$ cat src/verilog/crpm_pkg.sv
/*
 * Shared constants, types and decode functions for the receive process
 * data mapping block. Assumes one 200 MHz clock and a CAN controller that
 * hands over complete, already checked frames on the same clock.
 */
package crpm_pkg;

    localparam logic [15:0] OD_IDX_R4_COMM = 16'h1403;
    localparam logic [15:0] OD_IDX_MAP1 = 16'h1600;
    localparam logic [15:0] OD_IDX_MAP2 = 16'h1601;
    localparam logic [7:0] OD_SUB_COUNT = 8'h00;
    localparam logic [7:0] OD_SUB_COB = 8'h01;
    localparam logic [7:0] OD_SUB_TT = 8'h02;
    localparam logic [7:0] OD_SUB_DESC_LAST = 8'h08;

    localparam logic [7:0] R4_COMM_ENTRIES = 8'h02;
    localparam logic [7:0] MAP_MAX = 8'h08;
    localparam logic [7:0] TT_SYNC_MIN = 8'h01;
    localparam logic [7:0] TT_SYNC_MAX = 8'hF0;
    localparam logic [7:0] TT_ASYNC_A = 8'hFE;
    localparam logic [7:0] TT_ASYNC_B = 8'hFF;
    localparam logic [7:0] TT_RST = 8'hFF;
    localparam int COB_INVALID_BIT = 31;

    localparam logic [10:0] RPDO1_COB_BASE = 11'h200;
    localparam logic [10:0] RPDO2_COB_BASE = 11'h300;
    localparam logic [10:0] RPDO4_COB_BASE = 11'h500;

    localparam logic [15:0] OBJ_CTRL_WORD = 16'h6040;
    localparam logic [15:0] OBJ_OP_MODE = 16'h6060;
    localparam logic [7:0] OBJ_SUB = 8'h00;
    localparam logic [7:0] LEN_CTRL_WORD = 8'h10;
    localparam logic [7:0] LEN_OP_MODE = 8'h08;
    localparam logic [31:0] MAP_CTRL_WORD = 32'h60400010;
    localparam logic [31:0] MAP_OP_MODE = 32'h60600008;
    localparam logic [7:0] MAP1_CNT_RST = 8'h01;
    localparam logic [7:0] MAP2_CNT_RST = 8'h02;
    localparam logic [3:0] MEM_MAP2_BASE = 4'h8;

    localparam logic [10:0] FRAME_BITS = 11'h040;
    localparam logic [3:0] R4_MIN_BYTES = 4'h6;
    localparam int R4_CW_LSB = 0;
    localparam int R4_VEL_LSB = 16;

    typedef enum logic [1:0] {
        NMT_INIT = 2'h0,
        NMT_PREOP = 2'h1,
        NMT_OPER = 2'h3,
        NMT_STOPPED = 2'h2
    } crpm_nmt_t;

    typedef struct packed {
        logic [10:0] rpdo4_frame_identifier;
        logic [3:0] dlc;
        logic [63:0] data;
    } crpm_frame_t;

    // Layout of one mapping descriptor: index, sub-index, length in bits.
    typedef struct packed {
        logic [15:0] index;
        logic [7:0] sub;
        logic [7:0] len;
    } crpm_desc_t;

    typedef enum logic [2:0] {
        OD_NONE = 3'h0,
        OD_R4_CNT = 3'h1,
        OD_R4_COB = 3'h2,
        OD_R4_TT = 3'h3,
        OD_MAP_CNT = 3'h4,
        OD_MAP_DESC = 3'h5
    } crpm_od_kind_t;

    typedef struct packed {
        crpm_od_kind_t kind;
        logic tbl;
        logic [2:0] slot;
    } crpm_od_sel_t;

    function automatic crpm_od_sel_t crpm_od_decode(
        input logic [15:0] index,
        input logic [7:0] sub
    );
        crpm_od_sel_t s;
        s = '{kind: OD_NONE, tbl: 1'b0, slot: 3'h0};
        if (index == OD_IDX_R4_COMM)
        begin
            if (sub == OD_SUB_COUNT)
                s.kind = OD_R4_CNT;
            else if (sub == OD_SUB_COB)
                s.kind = OD_R4_COB;
            else if (sub == OD_SUB_TT)
                s.kind = OD_R4_TT;
        end
        else if (index == OD_IDX_MAP1 || index == OD_IDX_MAP2)
        begin
            s.tbl = (index == OD_IDX_MAP2);
            if (sub == OD_SUB_COUNT)
                s.kind = OD_MAP_CNT;
            else if (sub <= OD_SUB_DESC_LAST)
            begin
                s.kind = OD_MAP_DESC;
                s.slot = 3'(sub - 8'h01);
            end
        end
        return s;
    endfunction

    function automatic logic [31:0] crpm_desc_default(input logic [3:0] a);
        logic [31:0] v;
        v = 32'h00000000;
        if (a == 4'h0 || a == MEM_MAP2_BASE)
            v = MAP_CTRL_WORD;
        else if (a == MEM_MAP2_BASE + 4'h1)
            v = MAP_OP_MODE;
        return v;
    endfunction

endpackage

$ cat src/verilog/crpm_desc_mem.sv
/*
 * Sixteen-word store for the mapping descriptors of both tables, one
 * write port and one read port with registered read data. Assumes the
 * caller never needs the written word on the read port in the same cycle.
 */
`timescale 1ns/1ps
module crpm_desc_mem
    import crpm_pkg::*;
(
    input wire logic core_clk_i,
    input wire logic reset_n_i,
    input wire logic wr_en_i,
    input wire logic [3:0] wr_addr_i,
    input wire logic [31:0] wr_data_i,
    input wire logic [3:0] rd_addr_i,
    output logic [31:0] rd_data_o
);

    logic [31:0] mem_q [16];

    // Flops rather than a RAM macro so that the default mapping exists
    // straight out of reset.
    always_ff @(posedge core_clk_i or negedge reset_n_i)
    begin
        if (!reset_n_i)
        begin
            for (int i = 0; i < 16; i++)
                mem_q[i] <= crpm_desc_default(4'(i));
            rd_data_o <= 32'h00000000;
        end
        else
        begin
            if (wr_en_i)
                mem_q[wr_addr_i] <= wr_data_i;
            rd_data_o <= mem_q[rd_addr_i];
        end
    end

endmodule // crpm_desc_mem

$ cat src/verilog/crpm_rx_map.sv
/*
 * Receive process data mapping: object dictionary entries for the fourth
 * receive PDO and the first two mapping tables, the mapping walk that
 * scatters frame payload into drive objects, and the velocity PDO path.
 * Assumes frames and object dictionary requests come from logic on the
 * same clock, so no input is synchronised.
 */
`timescale 1ns/1ps
module crpm_rx_map
    import crpm_pkg::*;
#(
    parameter logic [6:0] NODE_ID = 7'h01
)
(
    input wire logic core_clk_i,
    input wire logic reset_n_i,
    input wire crpm_nmt_t nmt_state_i,
    input wire logic sync_i,
    input wire logic rx_valid_i,
    input wire crpm_frame_t rx_frame_i,
    output logic rx_ready_o,
    input wire logic od_req_i,
    input wire logic od_wr_i,
    input wire logic [15:0] od_index_i,
    input wire logic [7:0] od_sub_i,
    input wire logic [31:0] od_wdata_i,
    output logic od_ready_o,
    output logic od_ack_o,
    output logic od_err_o,
    output logic [31:0] od_rdata_o,
    output logic [15:0] ctrl_word_o,
    output logic ctrl_word_stb_o,
    output logic [7:0] op_mode_o,
    output logic op_mode_stb_o,
    output logic [31:0] target_velocity_o,
    output logic target_velocity_stb_o,
    output logic velocity_profile_setpoint_mode_o
);

    typedef enum logic [1:0] {
        ENG_IDLE = 2'h0,
        ENG_READ = 2'h1,
        ENG_EVAL = 2'h3,
        ENG_DONE = 2'h2
    } crpm_eng_t;

    localparam logic [10:0] COB_RPDO1 = RPDO1_COB_BASE + 11'(NODE_ID);
    localparam logic [10:0] COB_RPDO2 = RPDO2_COB_BASE + 11'(NODE_ID);
    localparam logic [31:0] COB_RPDO4 = 32'(RPDO4_COB_BASE + 11'(NODE_ID));

    function automatic logic tt_is_sync(input logic [7:0] tt);
        return tt >= TT_SYNC_MIN && tt <= TT_SYNC_MAX;
    endfunction

    function automatic logic tt_is_async(input logic [7:0] tt);
        return tt == TT_ASYNC_A || tt == TT_ASYNC_B;
    endfunction

    logic [7:0] map1_cnt_q, map1_cnt_d, map2_cnt_q, map2_cnt_d;
    logic [31:0] r4_cob_q, r4_cob_d;
    logic [7:0] r4_tt_q, r4_tt_d;
    logic od_pend_q, od_pend_d, od_ack_q, od_ack_d, od_err_q, od_err_d;
    logic od_perr_q, od_perr_d;
    crpm_od_sel_t od_sel_q, od_sel_d, od_dec;
    logic [31:0] od_rdata_q, od_rdata_d;
    logic od_take, mem_we;
    logic [3:0] mem_waddr, mem_raddr;
    logic [31:0] mem_rdata;

    crpm_eng_t eng_q, eng_d;
    logic tbl_q, tbl_d;
    logic [3:0] idx_q, idx_d;
    logic [10:0] off_q, off_d;
    crpm_frame_t frame_q, frame_d;
    logic [15:0] pcw_q, pcw_d;
    logic pcw_v_q, pcw_v_d;
    logic [7:0] pmode_q, pmode_d;
    logic pmode_v_q, pmode_v_d;
    logic [7:0] cnt_sel;
    logic [63:0] shifted;
    crpm_desc_t desc;
    logic rx_take, hit1, hit2, hit4, commit;

    logic [15:0] cw_q, cw_d;
    logic cw_stb_q, cw_stb_d, mode_stb_q, mode_stb_d, vel_stb_q, vel_stb_d;
    logic [7:0] mode_q, mode_d;
    logic [31:0] vel_q, vel_d;
    logic pv_q, pv_d, r4_pend_q, r4_pend_d;
    logic [47:0] r4_data_q, r4_data_d;
    logic [7:0] sync_cnt_q, sync_cnt_d;
    logic r4_apply;
    logic [47:0] r4_apply_data;

    // Frames take priority over the object dictionary port so that a
    // busy configuration tool cannot starve the drive of commands.
    assign rx_ready_o = eng_q == ENG_IDLE && !od_pend_q;
    assign rx_take = rx_valid_i && rx_ready_o;
    assign od_ready_o = eng_q == ENG_IDLE && !od_pend_q && !rx_valid_i;
    assign od_take = od_req_i && od_ready_o;
    assign od_dec = crpm_od_decode(od_index_i, od_sub_i);

    assign hit1 = rx_frame_i.rpdo4_frame_identifier == COB_RPDO1;
    assign hit2 = rx_frame_i.rpdo4_frame_identifier == COB_RPDO2;
    assign hit4 = rx_frame_i.rpdo4_frame_identifier == r4_cob_q[10:0]
        && !r4_cob_q[COB_INVALID_BIT];

    assign mem_we = od_take && od_wr_i && od_dec.kind == OD_MAP_DESC
        && nmt_state_i == NMT_PREOP;
    assign mem_waddr = {od_dec.tbl, od_dec.slot};
    assign mem_raddr = (eng_q == ENG_READ) ? {tbl_q, idx_q[2:0]}
        : {od_dec.tbl, od_dec.slot};

    crpm_desc_mem u_desc_mem (
        .core_clk_i(core_clk_i),
        .reset_n_i(reset_n_i),
        .wr_en_i(mem_we),
        .wr_addr_i(mem_waddr),
        .wr_data_i(od_wdata_i),
        .rd_addr_i(mem_raddr),
        .rd_data_o(mem_rdata)
    );

    always_comb
    begin
        map1_cnt_d = map1_cnt_q;
        map2_cnt_d = map2_cnt_q;
        r4_cob_d = r4_cob_q;
        r4_tt_d = r4_tt_q;
        od_pend_d = od_take;
        od_sel_d = od_take ? od_dec : od_sel_q;
        od_perr_d = od_perr_q;
        od_ack_d = od_pend_q;
        od_err_d = od_pend_q ? od_perr_q : 1'b0;
        od_rdata_d = od_rdata_q;
        if (od_take)
        begin
            od_perr_d = od_dec.kind == OD_NONE;
            if (od_wr_i && nmt_state_i != NMT_PREOP)
                od_perr_d = 1'b1;
            else if (od_wr_i)
            begin
                unique case (od_dec.kind)
                    OD_R4_CNT: od_perr_d = 1'b1;
                    OD_R4_COB: r4_cob_d = od_wdata_i;
                    OD_R4_TT: r4_tt_d = od_wdata_i[7:0];
                    OD_MAP_CNT:
                    begin
                        // A count above the table size is refused whole.
                        if (od_wdata_i > 32'(MAP_MAX))
                            od_perr_d = 1'b1;
                        else if (od_dec.tbl)
                            map2_cnt_d = od_wdata_i[7:0];
                        else
                            map1_cnt_d = od_wdata_i[7:0];
                    end
                    OD_MAP_DESC, OD_NONE: ;
                endcase
            end
        end
        if (od_pend_q)
        begin
            unique case (od_sel_q.kind)
                OD_R4_CNT: od_rdata_d = 32'(R4_COMM_ENTRIES);
                OD_R4_COB: od_rdata_d = r4_cob_q;
                OD_R4_TT: od_rdata_d = 32'(r4_tt_q);
                OD_MAP_CNT: od_rdata_d = 32'(od_sel_q.tbl ? map2_cnt_q
                    : map1_cnt_q);
                OD_MAP_DESC: od_rdata_d = mem_rdata;
                OD_NONE: od_rdata_d = 32'h00000000;
            endcase
        end
    end

    always_ff @(posedge core_clk_i or negedge reset_n_i)
    begin
        if (!reset_n_i)
        begin
            map1_cnt_q <= MAP1_CNT_RST;
            map2_cnt_q <= MAP2_CNT_RST;
            r4_cob_q <= COB_RPDO4;
            r4_tt_q <= TT_RST;
            od_pend_q <= 1'b0;
            od_sel_q <= '{kind: OD_NONE, tbl: 1'b0, slot: 3'h0};
            od_perr_q <= 1'b0;
            od_ack_q <= 1'b0;
            od_err_q <= 1'b0;
            od_rdata_q <= 32'h00000000;
        end
        else
        begin
            map1_cnt_q <= map1_cnt_d;
            map2_cnt_q <= map2_cnt_d;
            r4_cob_q <= r4_cob_d;
            r4_tt_q <= r4_tt_d;
            od_pend_q <= od_pend_d;
            od_sel_q <= od_sel_d;
            od_perr_q <= od_perr_d;
            od_ack_q <= od_ack_d;
            od_err_q <= od_err_d;
            od_rdata_q <= od_rdata_d;
        end
    end

    assign cnt_sel = tbl_q ? map2_cnt_q : map1_cnt_q;
    assign desc = crpm_desc_t'(mem_rdata);
    assign shifted = frame_q.data >> off_q;
    assign commit = eng_q == ENG_DONE && off_q <= FRAME_BITS
        && off_q <= {4'h0, frame_q.dlc, 3'h0};

    always_comb
    begin
        eng_d = eng_q;
        tbl_d = tbl_q;
        idx_d = idx_q;
        off_d = off_q;
        frame_d = frame_q;
        pcw_d = pcw_q;
        pcw_v_d = pcw_v_q;
        pmode_d = pmode_q;
        pmode_v_d = pmode_v_q;
        unique case (eng_q)
            ENG_IDLE:
            begin
                if (rx_take && nmt_state_i == NMT_OPER
                    && (hit1 || hit2))
                begin
                    eng_d = ENG_READ;
                    tbl_d = hit2;
                    idx_d = 4'h0;
                    off_d = 11'h000;
                    frame_d = rx_frame_i;
                    pcw_v_d = 1'b0;
                    pmode_v_d = 1'b0;
                end
            end
            ENG_READ:
            begin
                if (idx_q >= cnt_sel[3:0])
                    eng_d = ENG_DONE;
                else
                    eng_d = ENG_EVAL;
            end
            ENG_EVAL:
            begin
                if (desc.index == OBJ_CTRL_WORD && desc.sub == OBJ_SUB
                    && desc.len == LEN_CTRL_WORD)
                begin
                    pcw_d = shifted[15:0];
                    pcw_v_d = 1'b1;
                end
                if (desc.index == OBJ_OP_MODE && desc.sub == OBJ_SUB
                    && desc.len == LEN_OP_MODE)
                begin
                    pmode_d = shifted[7:0];
                    pmode_v_d = 1'b1;
                end
                off_d = off_q + 11'(desc.len);
                idx_d = idx_q + 4'h1;
                eng_d = ENG_READ;
            end
            ENG_DONE: eng_d = ENG_IDLE;
        endcase
    end

    always_ff @(posedge core_clk_i or negedge reset_n_i)
    begin
        if (!reset_n_i)
        begin
            eng_q <= ENG_IDLE;
            tbl_q <= 1'b0;
            idx_q <= 4'h0;
            off_q <= 11'h000;
            frame_q <= '0;
            pcw_q <= 16'h0000;
            pcw_v_q <= 1'b0;
            pmode_q <= 8'h00;
            pmode_v_q <= 1'b0;
        end
        else
        begin
            eng_q <= eng_d;
            tbl_q <= tbl_d;
            idx_q <= idx_d;
            off_q <= off_d;
            frame_q <= frame_d;
            pcw_q <= pcw_d;
            pcw_v_q <= pcw_v_d;
            pmode_q <= pmode_d;
            pmode_v_q <= pmode_v_d;
        end
    end

    // The velocity PDO has a fixed layout, so it bypasses the walk.
    always_comb
    begin
        r4_pend_d = r4_pend_q;
        r4_data_d = r4_data_q;
        sync_cnt_d = sync_cnt_q;
        r4_apply = 1'b0;
        r4_apply_data = r4_data_q;
        if (nmt_state_i != NMT_OPER)
            r4_pend_d = 1'b0;
        else if (rx_take && hit4 && rx_frame_i.dlc >= R4_MIN_BYTES)
        begin
            if (tt_is_async(r4_tt_q))
            begin
                r4_apply = 1'b1;
                r4_apply_data = rx_frame_i.data[47:0];
            end
            else if (tt_is_sync(r4_tt_q))
            begin
                r4_pend_d = 1'b1;
                r4_data_d = rx_frame_i.data[47:0];
            end
        end
        if (sync_i && tt_is_sync(r4_tt_q))
        begin
            if (sync_cnt_q + 8'h01 >= r4_tt_q)
            begin
                sync_cnt_d = 8'h00;
                // Data arriving with the n-th SYNC waits for the next round.
                if (r4_pend_q && nmt_state_i == NMT_OPER)
                begin
                    r4_apply = 1'b1;
                    r4_apply_data = r4_data_q;
                    r4_pend_d = r4_pend_d && !(r4_data_d == r4_data_q
                        && !(rx_take && hit4));
                end
            end
            else
                sync_cnt_d = sync_cnt_q + 8'h01;
        end
        cw_d = cw_q;
        mode_d = mode_q;
        vel_d = vel_q;
        pv_d = pv_q;
        cw_stb_d = 1'b0;
        mode_stb_d = 1'b0;
        vel_stb_d = 1'b0;
        if (commit && pcw_v_q)
        begin
            cw_d = pcw_q;
            cw_stb_d = 1'b1;
        end
        if (commit && pmode_v_q)
        begin
            mode_d = pmode_q;
            mode_stb_d = 1'b1;
        end
        if (r4_apply)
        begin
            cw_d = r4_apply_data[R4_CW_LSB +: 16];
            vel_d = r4_apply_data[R4_VEL_LSB +: 32];
            cw_stb_d = 1'b1;
            vel_stb_d = 1'b1;
            pv_d = 1'b1;
        end
        else if (mode_stb_d)
            pv_d = 1'b0;
    end

    always_ff @(posedge core_clk_i or negedge reset_n_i)
    begin
        if (!reset_n_i)
        begin
            r4_pend_q <= 1'b0;
            r4_data_q <= 48'h000000000000;
            sync_cnt_q <= 8'h00;
            cw_q <= 16'h0000;
            cw_stb_q <= 1'b0;
            mode_q <= 8'h00;
            mode_stb_q <= 1'b0;
            vel_q <= 32'h00000000;
            vel_stb_q <= 1'b0;
            pv_q <= 1'b0;
        end
        else
        begin
            r4_pend_q <= r4_pend_d;
            r4_data_q <= r4_data_d;
            sync_cnt_q <= sync_cnt_d;
            cw_q <= cw_d;
            cw_stb_q <= cw_stb_d;
            mode_q <= mode_d;
            mode_stb_q <= mode_stb_d;
            vel_q <= vel_d;
            vel_stb_q <= vel_stb_d;
            pv_q <= pv_d;
        end
    end

    assign od_ack_o = od_ack_q;
    assign od_err_o = od_err_q;
    assign od_rdata_o = od_rdata_q;
    assign ctrl_word_o = cw_q;
    assign ctrl_word_stb_o = cw_stb_q;
    assign op_mode_o = mode_q;
    assign op_mode_stb_o = mode_stb_q;
    assign target_velocity_o = vel_q;
    assign target_velocity_stb_o = vel_stb_q;
    assign velocity_profile_setpoint_mode_o = pv_q;

endmodule // crpm_rx_map
$ cat config.mk
export PLATFORM = sky130hd
export DESIGN_NAME = crpm_rx_map
export DESIGN_NICKNAME = d
export VERILOG_FILES = /design/src/verilog/crpm_pkg.sv /design/src/verilog/crpm_desc_mem.sv /design/src/verilog/crpm_rx_map.sv
export SDC_FILE = /design/constraint.sdc
export NUM_CORES = 2
export LEC_CHECK = 0
export BUFFER_PORTS_ARGS = -buffer_cell sky130_fd_sc_hd__clkbuf_2
export CORE_MARGIN = 2
export CORE_UTILIZATION = 35
export CTS_CLUSTER_DIAMETER = 80
export CTS_CLUSTER_SIZE = 10
export DETAILED_ROUTE_END_ITERATION = 8
export SKIP_LAST_GASP = 1
export SLEW_MARGIN = 30
export SYNTH_ARGS = -nofsm -noshare
export SYNTH_HDL_FRONTEND = slang
export SYNTH_SLANG_ARGS = --single-unit
$ cat constraint.sdc
create_clock -name core_clk_i -period 3 [get_ports core_clk_i]
set_input_delay 0 -clock core_clk_i [delete_from_list [all_inputs] [get_ports core_clk_i]]
set_output_delay 0 -clock core_clk_i [all_outputs]
set_load 0.02 [all_outputs]
======== Word level (Yosys, flattened, before mapping) ========
Cells that the tools add are included.
storage, ports and cells
  logic and storage cells ................. 227
  flip-flop bits (word level) ............. 869
  input port bits ......................... 143
  output and inout port bits .............. 96
operators by class
  magnitude comparators ................... 12
  shift-type cells ........................ 1
  bitwise logic cells ..................... 5
  equal/unequal tests ..................... 35
  mux-type cells .......................... 69
  reduce and logical (&&, ||, !) cells .... 53
  add/sub/neg operators ................... 4
operators by type and width
  cell                                                  count
  bitwise mux 512 bit                                   1
  two-way mux 48 bit                                    10
  one-hot mux 32 bit (6 select lines)                   1
  binary-select mux 32 bit (select 4 bit)               1
  demux 32 bit (select 4 bit)                           1
  two-way mux 32 bit                                    3
  >> shifter 64 x 11 -> 16 bit                          1
  == test 16 x 13 -> 1 bit (second input constant)      3
  == test 48 bit                                        1
  == test 16 x 15 -> 1 bit (second input constant)      2
  > comparator 32 x 4 -> 1 bit (second input constant)  1
  two-way mux 16 bit                                    2
  logical AND 1 bit                                     27
  two-way mux 1 bit                                     27
  == test 11 x 10 -> 1 bit (second input constant)      2
  one-hot mux 11 bit (2 select lines)                   1
  == test 8 bit (second input constant)                 2
  logical NOT 8 bit                                     2
  two-way mux 4 bit                                     4
  two-way mux 8 bit                                     2
  two-way mux 3 bit                                     5
  == test 3 x 2 -> 1 bit (second input constant)        4
  == test 3 bit (second input constant)                 4
  AND reduction 6 bit                                   2
  40 further kinds                                      70

======== Longest topological paths before layout ========
  word-level depth ........................ 14
  gate-level depth with buffers ........... 13
  depth with buffers taken out ............ 10

======== Hierarchy ========
A second synthesis with hierarchy kept.
unflattened totals
  cells, all modules ...................... 3,138
  area, all modules ....................... 42,004.0 um2
by module, submodules not included
  module         times used  area each (um2)  cells each
  crpm_desc_mem  1           23,586.4         1,436
  crpm_rx_map    1           18,417.7         1,702

======== Worst setup path before layout ========
No wires, ideal clock.
  kind .................................... reg2reg
  from .................................... register sync_cnt_q[0]
  to ...................................... register vel_q[24] (netlist: target_velocity_o[24])
  data required time ...................... 2.882 ns
  clock period less this slack ............ 3.093 ns
  cell stages (with the launch flop) ...... 13
  setup time .............................. 0.118 ns
  setup slack ............................. -0.093 ns
  data arrival time ....................... 2.975 ns
  path through ............................ dfrtp_1 > and3_1 > and3_1 > and3_1 > xor2_1 > ha_1 > o21a_1 > nor2_1 > a2111oi_0 > clkbuf_1 > nor2_1 > clkbuf_1 > a21o_1
between the ends
  word-level cells in the longest chain between the ends .. 4
  elaborated cells on any way between the ends .. 6
  those cells by class .................... add/sub: 1; order compare: 1; mux: 4
RTL lines
  item                                                            RTL line            text
  start, declared                                                 crpm_rx_map.sv:90   logic [7:0] sync_cnt_q, sync_cnt_d;
  start signal, assigned                                          crpm_rx_map.sv:381  sync_cnt_q <= sync_cnt_d;
  adder 8 x 1 -> 8 bit (*)                                        crpm_rx_map.sv:318  if (sync_cnt_q + 8'h01 >= r4_tt_q)
  greater-or-equal comparator 8 bit (*)                           crpm_rx_map.sv:318
  two-way mux 48 bit / two-way mux 1 bit (equally long branches)  crpm_rx_map.sv:318
  two-way mux 48 bit / two-way mux 1 bit (equally long branches)  crpm_rx_map.sv:316  if (sync_i && tt_is_sync(r4_tt_q))
  end signal, assigned                                            crpm_rx_map.sv:386  vel_q <= vel_d;
  end, declared                                                   crpm_rx_map.sv:87   logic [31:0] vel_q, vel_d;
Every way passes the cells marked *; elsewhere a longest branch is shown, timed or not.
A chain may end at the register's enable or synchronous reset.

======== Worst setup path after layout ========
  from .................................... register off_q[0]
  to ...................................... register pmode_q[0]
between the ends
  word-level cells in the longest chain between the ends .. 1
RTL lines
  item                          RTL line            text
  start, declared               crpm_rx_map.sv:73   logic [10:0] off_q, off_d;
  start signal, assigned        crpm_rx_map.sv:272  off_q <= 11'h000;
  start signal, assigned        crpm_rx_map.sv:284  off_q <= off_d;
  >> shifter 64 x 11 -> 16 bit  crpm_rx_map.sv:206  assign shifted = frame_q.data >> off_q;
  end signal, assigned          crpm_rx_map.sv:288  pmode_q <= pmode_d;
  end, declared                 crpm_rx_map.sv:77   logic [7:0] pmode_q, pmode_d;
No other way between the ends.

==> flow_summary.yaml <==
grt:
  gr-usage-all-layers_pct: 21.3
  grt_use_met3_pct: 3.19
  grt_max_degree: 147
  global_route.usage.met1_pct: 29.5
  global_routing_s_busiest_layer: "met2"
  groute.layer.met2.usage_pct: 34.1
  grt_pass1_vias: 31969
  overflow: 0
  initial_antenna_violation_count: 8
  grt_pass1_wl_mm: 207
synth:
  netlist_instances: 3601
  synth_async_sr_flop_share_pct: 100
  synth_top_cells_by_count: "sky130_fd_sc_hd__dfrtp_1 (843), sky130_fd_sc_hd__mux2_2 (722), sky130_fd_sc_hd__nand2_1 (371)"
  synthDominantAreaCellType: "sky130_fd_sc_hd__dfrtp_1"
  synth_net_count: 3774
  synth_enable_flop_cells: 0
  synth_most_common_cell: "sky130_fd_sc_hd__dfrtp_1"
  synth_fa_ha_area_share_pct: 0.890
  synth_simple_gate_area_share_pct: 9.45
  synth_top_area_share_pct: 49.0
  netlist_area_sq_um: 43000
  synthDistinctLibCells: 86
  seq_area_frac_synth_pct: 50.6
  synth_area_leaders: "sky130_fd_sc_hd__dfrtp_1 (49%), sky130_fd_sc_hd__mux2_2 (19%), sky130_fd_sc_hd__mux4_2 (3.7%)"
  synth_compound_gate_area_share_pct: 10.9
  synth.area.mux_share_pct: 23.7
  synth.yosys.warnings: 0
  synth.ff_latch_count: 869
  synth_top_family_by_area: "multiplexers"
  xor_xnor_fraction_of_synth_area_pct: 0.468
  post_synth.cell_area_avg_sq_um: 11.9
  postSynth.topFlopCell: "sky130_fd_sc_hd__dfrtp_1"
floorplan:
  design.portCount: 239
  floorplan.rows: 128
  core-area_sq_um: 122000
  die_area_sq_um: 126000
  starting_density_pct: 35.3
  fp.dieW_um: 355
  die-height_um: 355
clocking:
  worstSkewPairLatency_ps: 690
  worst_setup_hold_path_clk_slew_ps: 60
  cts_max_level: 3
  clock-root-buffer: "sky130_fd_sc_hd__clkbuf_16"
  cts_tree: "yes"
  cts_buffers: 99
  cts.path.max_buffers: 3
  cts_sinks: 869
sta:
  post-route-period-util_pct: 98.2
  rsz0062_at_grt: "yes"
  final_hold_viol_count: 0
  relSlewSlack_pct: 40.5
  max_slew.worst_pin.slew_ps: 892
  max_freq_ghz: 0.339
  setup_viol_count_final: 0
  fin_worst_skew_ps: 63.0
  final_max_slew_viol_count: 0
  final_period_minus_worst_setup_slack_ps: 2950
status:
  status: "finished, final reports clean"
drt:
  vias_per_cell: 5.69
  route.vias.total: 32086
  drcViolationCount: 0
  drt_pre_antenna_iters: 6
  drt_first_iter_violations: 3079
  detail_route.wl_per_cell_um: 24.1
  route.final.wire_length_mm: 136
  remaining_number_of_nets_flagged_by_the_antenna_check_after_routing: 0
final_layout:
  fin_cells: 5639
  post-route-cell-area_sq_um: 51600
  proportion_of_layout_cells_with_a_drive_suffix_above_1_pct: 36.5
  flow.area_growth_from_synthesis_pct: 19.9
  fin_nets: 4120
  fillcell_total: 11373
power_and_ir_drop:
  power_density_nw_per_um2: 463
  ir_drop_mv: 0.476
  totalPowerFinal_mw: 23.9
  static-leakage-power_nw: 24.9
worst_hold_path:
  hold_path_depth: 2
  worstHoldPathType: "in -> reg"
critical_path:
  worst_setup_path_endpoint: "pmode_q[0]"
  crit_path_start: "off_q[0]"
  r2r-end: "pmode_q[0]"
  crit_required_ps: 3560
  timing_worst_setup_path_type: "reg -> reg"
  critPathCaptureType: "register"
  ff2ff_path_depth: 7
  timing.critical_path.from_type: "register"
  worst_r2r_startpoint: "off_q[0]"
  worstPathArrival_ps: 3510
  worst-r2r-setup-slack_ps: 50
  critical_path_peak_fanout: 16
place:
  place.gp.congestion: 0.946
  hpwlAfterDp_mm: 88.2
  io_buffer_count: 238
  dp.cells: 5353
  dpl-instance-area_sq_um: 47400
flow_run:
  maxCapViolCount: 0
-- worst min path at each step --
stage | to | startpoint
2_1_floorplan | ctrl_word_o[0] | reset_n_i
3_3_place_gp | u_desc_mem.mem_q[80] | reset_n_i
3_5_place_dp | u_desc_mem.mem_q[80] | reset_n_i
4_1_cts | r4_cob_q[3] | od_wdata_i[3]
5_1_grt | map1_cnt_q[3] | od_wdata_i[3]
6_report | r4_cob_q[3] | od_wdata_i[3]
-- layout by cell type (no fill, tap or decap), types with 13 or more instances in the layout --
master and n:
sky130_fd_sc_hd__a211oi_1 132, sky130_fd_sc_hd__a21o_1 40, sky130_fd_sc_hd__a21oi_1 41, sky130_fd_sc_hd__a22o_1 53, sky130_fd_sc_hd__a22oi_1 25, sky130_fd_sc_hd__a311oi_1 131
sky130_fd_sc_hd__and2_1 20, sky130_fd_sc_hd__and3_1 135, sky130_fd_sc_hd__buf_12 62, sky130_fd_sc_hd__buf_4 172, sky130_fd_sc_hd__clkbuf_1 54, sky130_fd_sc_hd__clkbuf_16 100
sky130_fd_sc_hd__clkbuf_2 237, sky130_fd_sc_hd__dfrtp_1 837, sky130_fd_sc_hd__dfstp_2 26, sky130_fd_sc_hd__dlygate4sd3_1 112, sky130_fd_sc_hd__ha_1 28, sky130_fd_sc_hd__inv_1 53
sky130_fd_sc_hd__mux2_2 722, sky130_fd_sc_hd__mux2i_1 50, sky130_fd_sc_hd__mux4_2 70, sky130_fd_sc_hd__nand2_1 363, sky130_fd_sc_hd__nand3_1 35, sky130_fd_sc_hd__nand3_2 14
sky130_fd_sc_hd__nand4_1 15, sky130_fd_sc_hd__nor2_1 58, sky130_fd_sc_hd__nor2b_1 16, sky130_fd_sc_hd__nor3_1 51, sky130_fd_sc_hd__nor4_1 18, sky130_fd_sc_hd__o21ai_0 62
sky130_fd_sc_hd__o22a_1 21, sky130_fd_sc_hd__o22ai_1 38, sky130_fd_sc_hd__or4_1 34, sky130_fd_sc_hd__xor2_1 13
-- cells by family (layout without fill, tap and decap cells) --
| family | count (synthesis) | in the layout |
|---|---|---|
| AOI/OAI and AO/OA | 623 | 623 |
| other | 0 | 1 |
| buffers and inverters | 394 | 806 |
| muxes | 842 | 842 |
| xor gates and xnor gates | 23 | 23 |
| DFF | 869 | 869 |
| adders and majority gates | 30 | 30 |
| and+or+nand+nor | 820 | 820 |
-- layer usage --
metal  vias up  wire, um
met5         -        23
met4         4      4900
met3       249      7950
met2      1109     63300
met1     16631     59800
li1      14093         -
-- what timing repair did --
action,in CTS,in global routing
setup endpoints to repair,33,67
setup buffers,0,5
endpoints found under the hold margin,1548,0
pin swaps,0,1
hold buffers,113,0
resized for setup,1,9
-- sequential cells by signal, summed over array words and instances (netlist names), 2 cells and up --
register / cells
u_desc_mem.mem_q: 512
frame_q: 68
r4_data_q: 48
od_rdata_o: 32
r4_cob_q: 32
target_velocity_o: 32
u_desc_mem.rd_data_o: 32
ctrl_word_o: 16
pcw_q: 16
off_q: 11
map1_cnt_q: 8
map2_cnt_q: 8
op_mode_o: 8
pmode_q: 8
r4_tt_q: 8
sync_cnt_q: 8
idx_q: 4
od_sel_q: 4
eng_q: 2
-- cell type report --
type | count | area (sq um) | share of cell area (%)
flip-flops and latches | 869 | 21800 | 42.2
well taps | 1625 | 2030 | 3.94
inverters | 55 | 206 | 0.400
multi-input cells | 2338 | 19800 | 38.4
clock inverters | 12 | 191 | 0.371
diodes | 1 | 2.50 | 0.00485
repair buffers | 584 | 4850 | 9.41
clock buffers | 155 | 2720 | 5.27
-- critical path, stage by stage (launching register included) --
cell and delay (ps):
sky130_fd_sc_hd__dfrtp_4 620, sky130_fd_sc_hd__buf_4 190, sky130_fd_sc_hd__mux4_2 500, sky130_fd_sc_hd__mux4_2 510
sky130_fd_sc_hd__and2_1 200, sky130_fd_sc_hd__and3_1 190, sky130_fd_sc_hd__a211o_1 330, sky130_fd_sc_hd__mux2_2 280
-- power breakdown --
part | switching, mW | internal [mW]
Sequential | 0.0153 | 11.7
Combinational | 0.596 | 0.278
Clock | 4.88 | 6.36
Total | 5.49 | 18.4
-- metrics by stage --
step	setup WS [ps]	hold WS, ps	TNS, ps	util [%]
after CTS	24.2	25.9	0	42.3
final	54.3	68.6	0	42.3
after floorplan	48.1	-296	0	-
after global placement	-91.6	-103	-2270	38.9
after global routing	-22.1	68.5	-122	42.3
after detailed placement	-37.6	-102	-460	38.9
(Power assumes the default switching activity.)
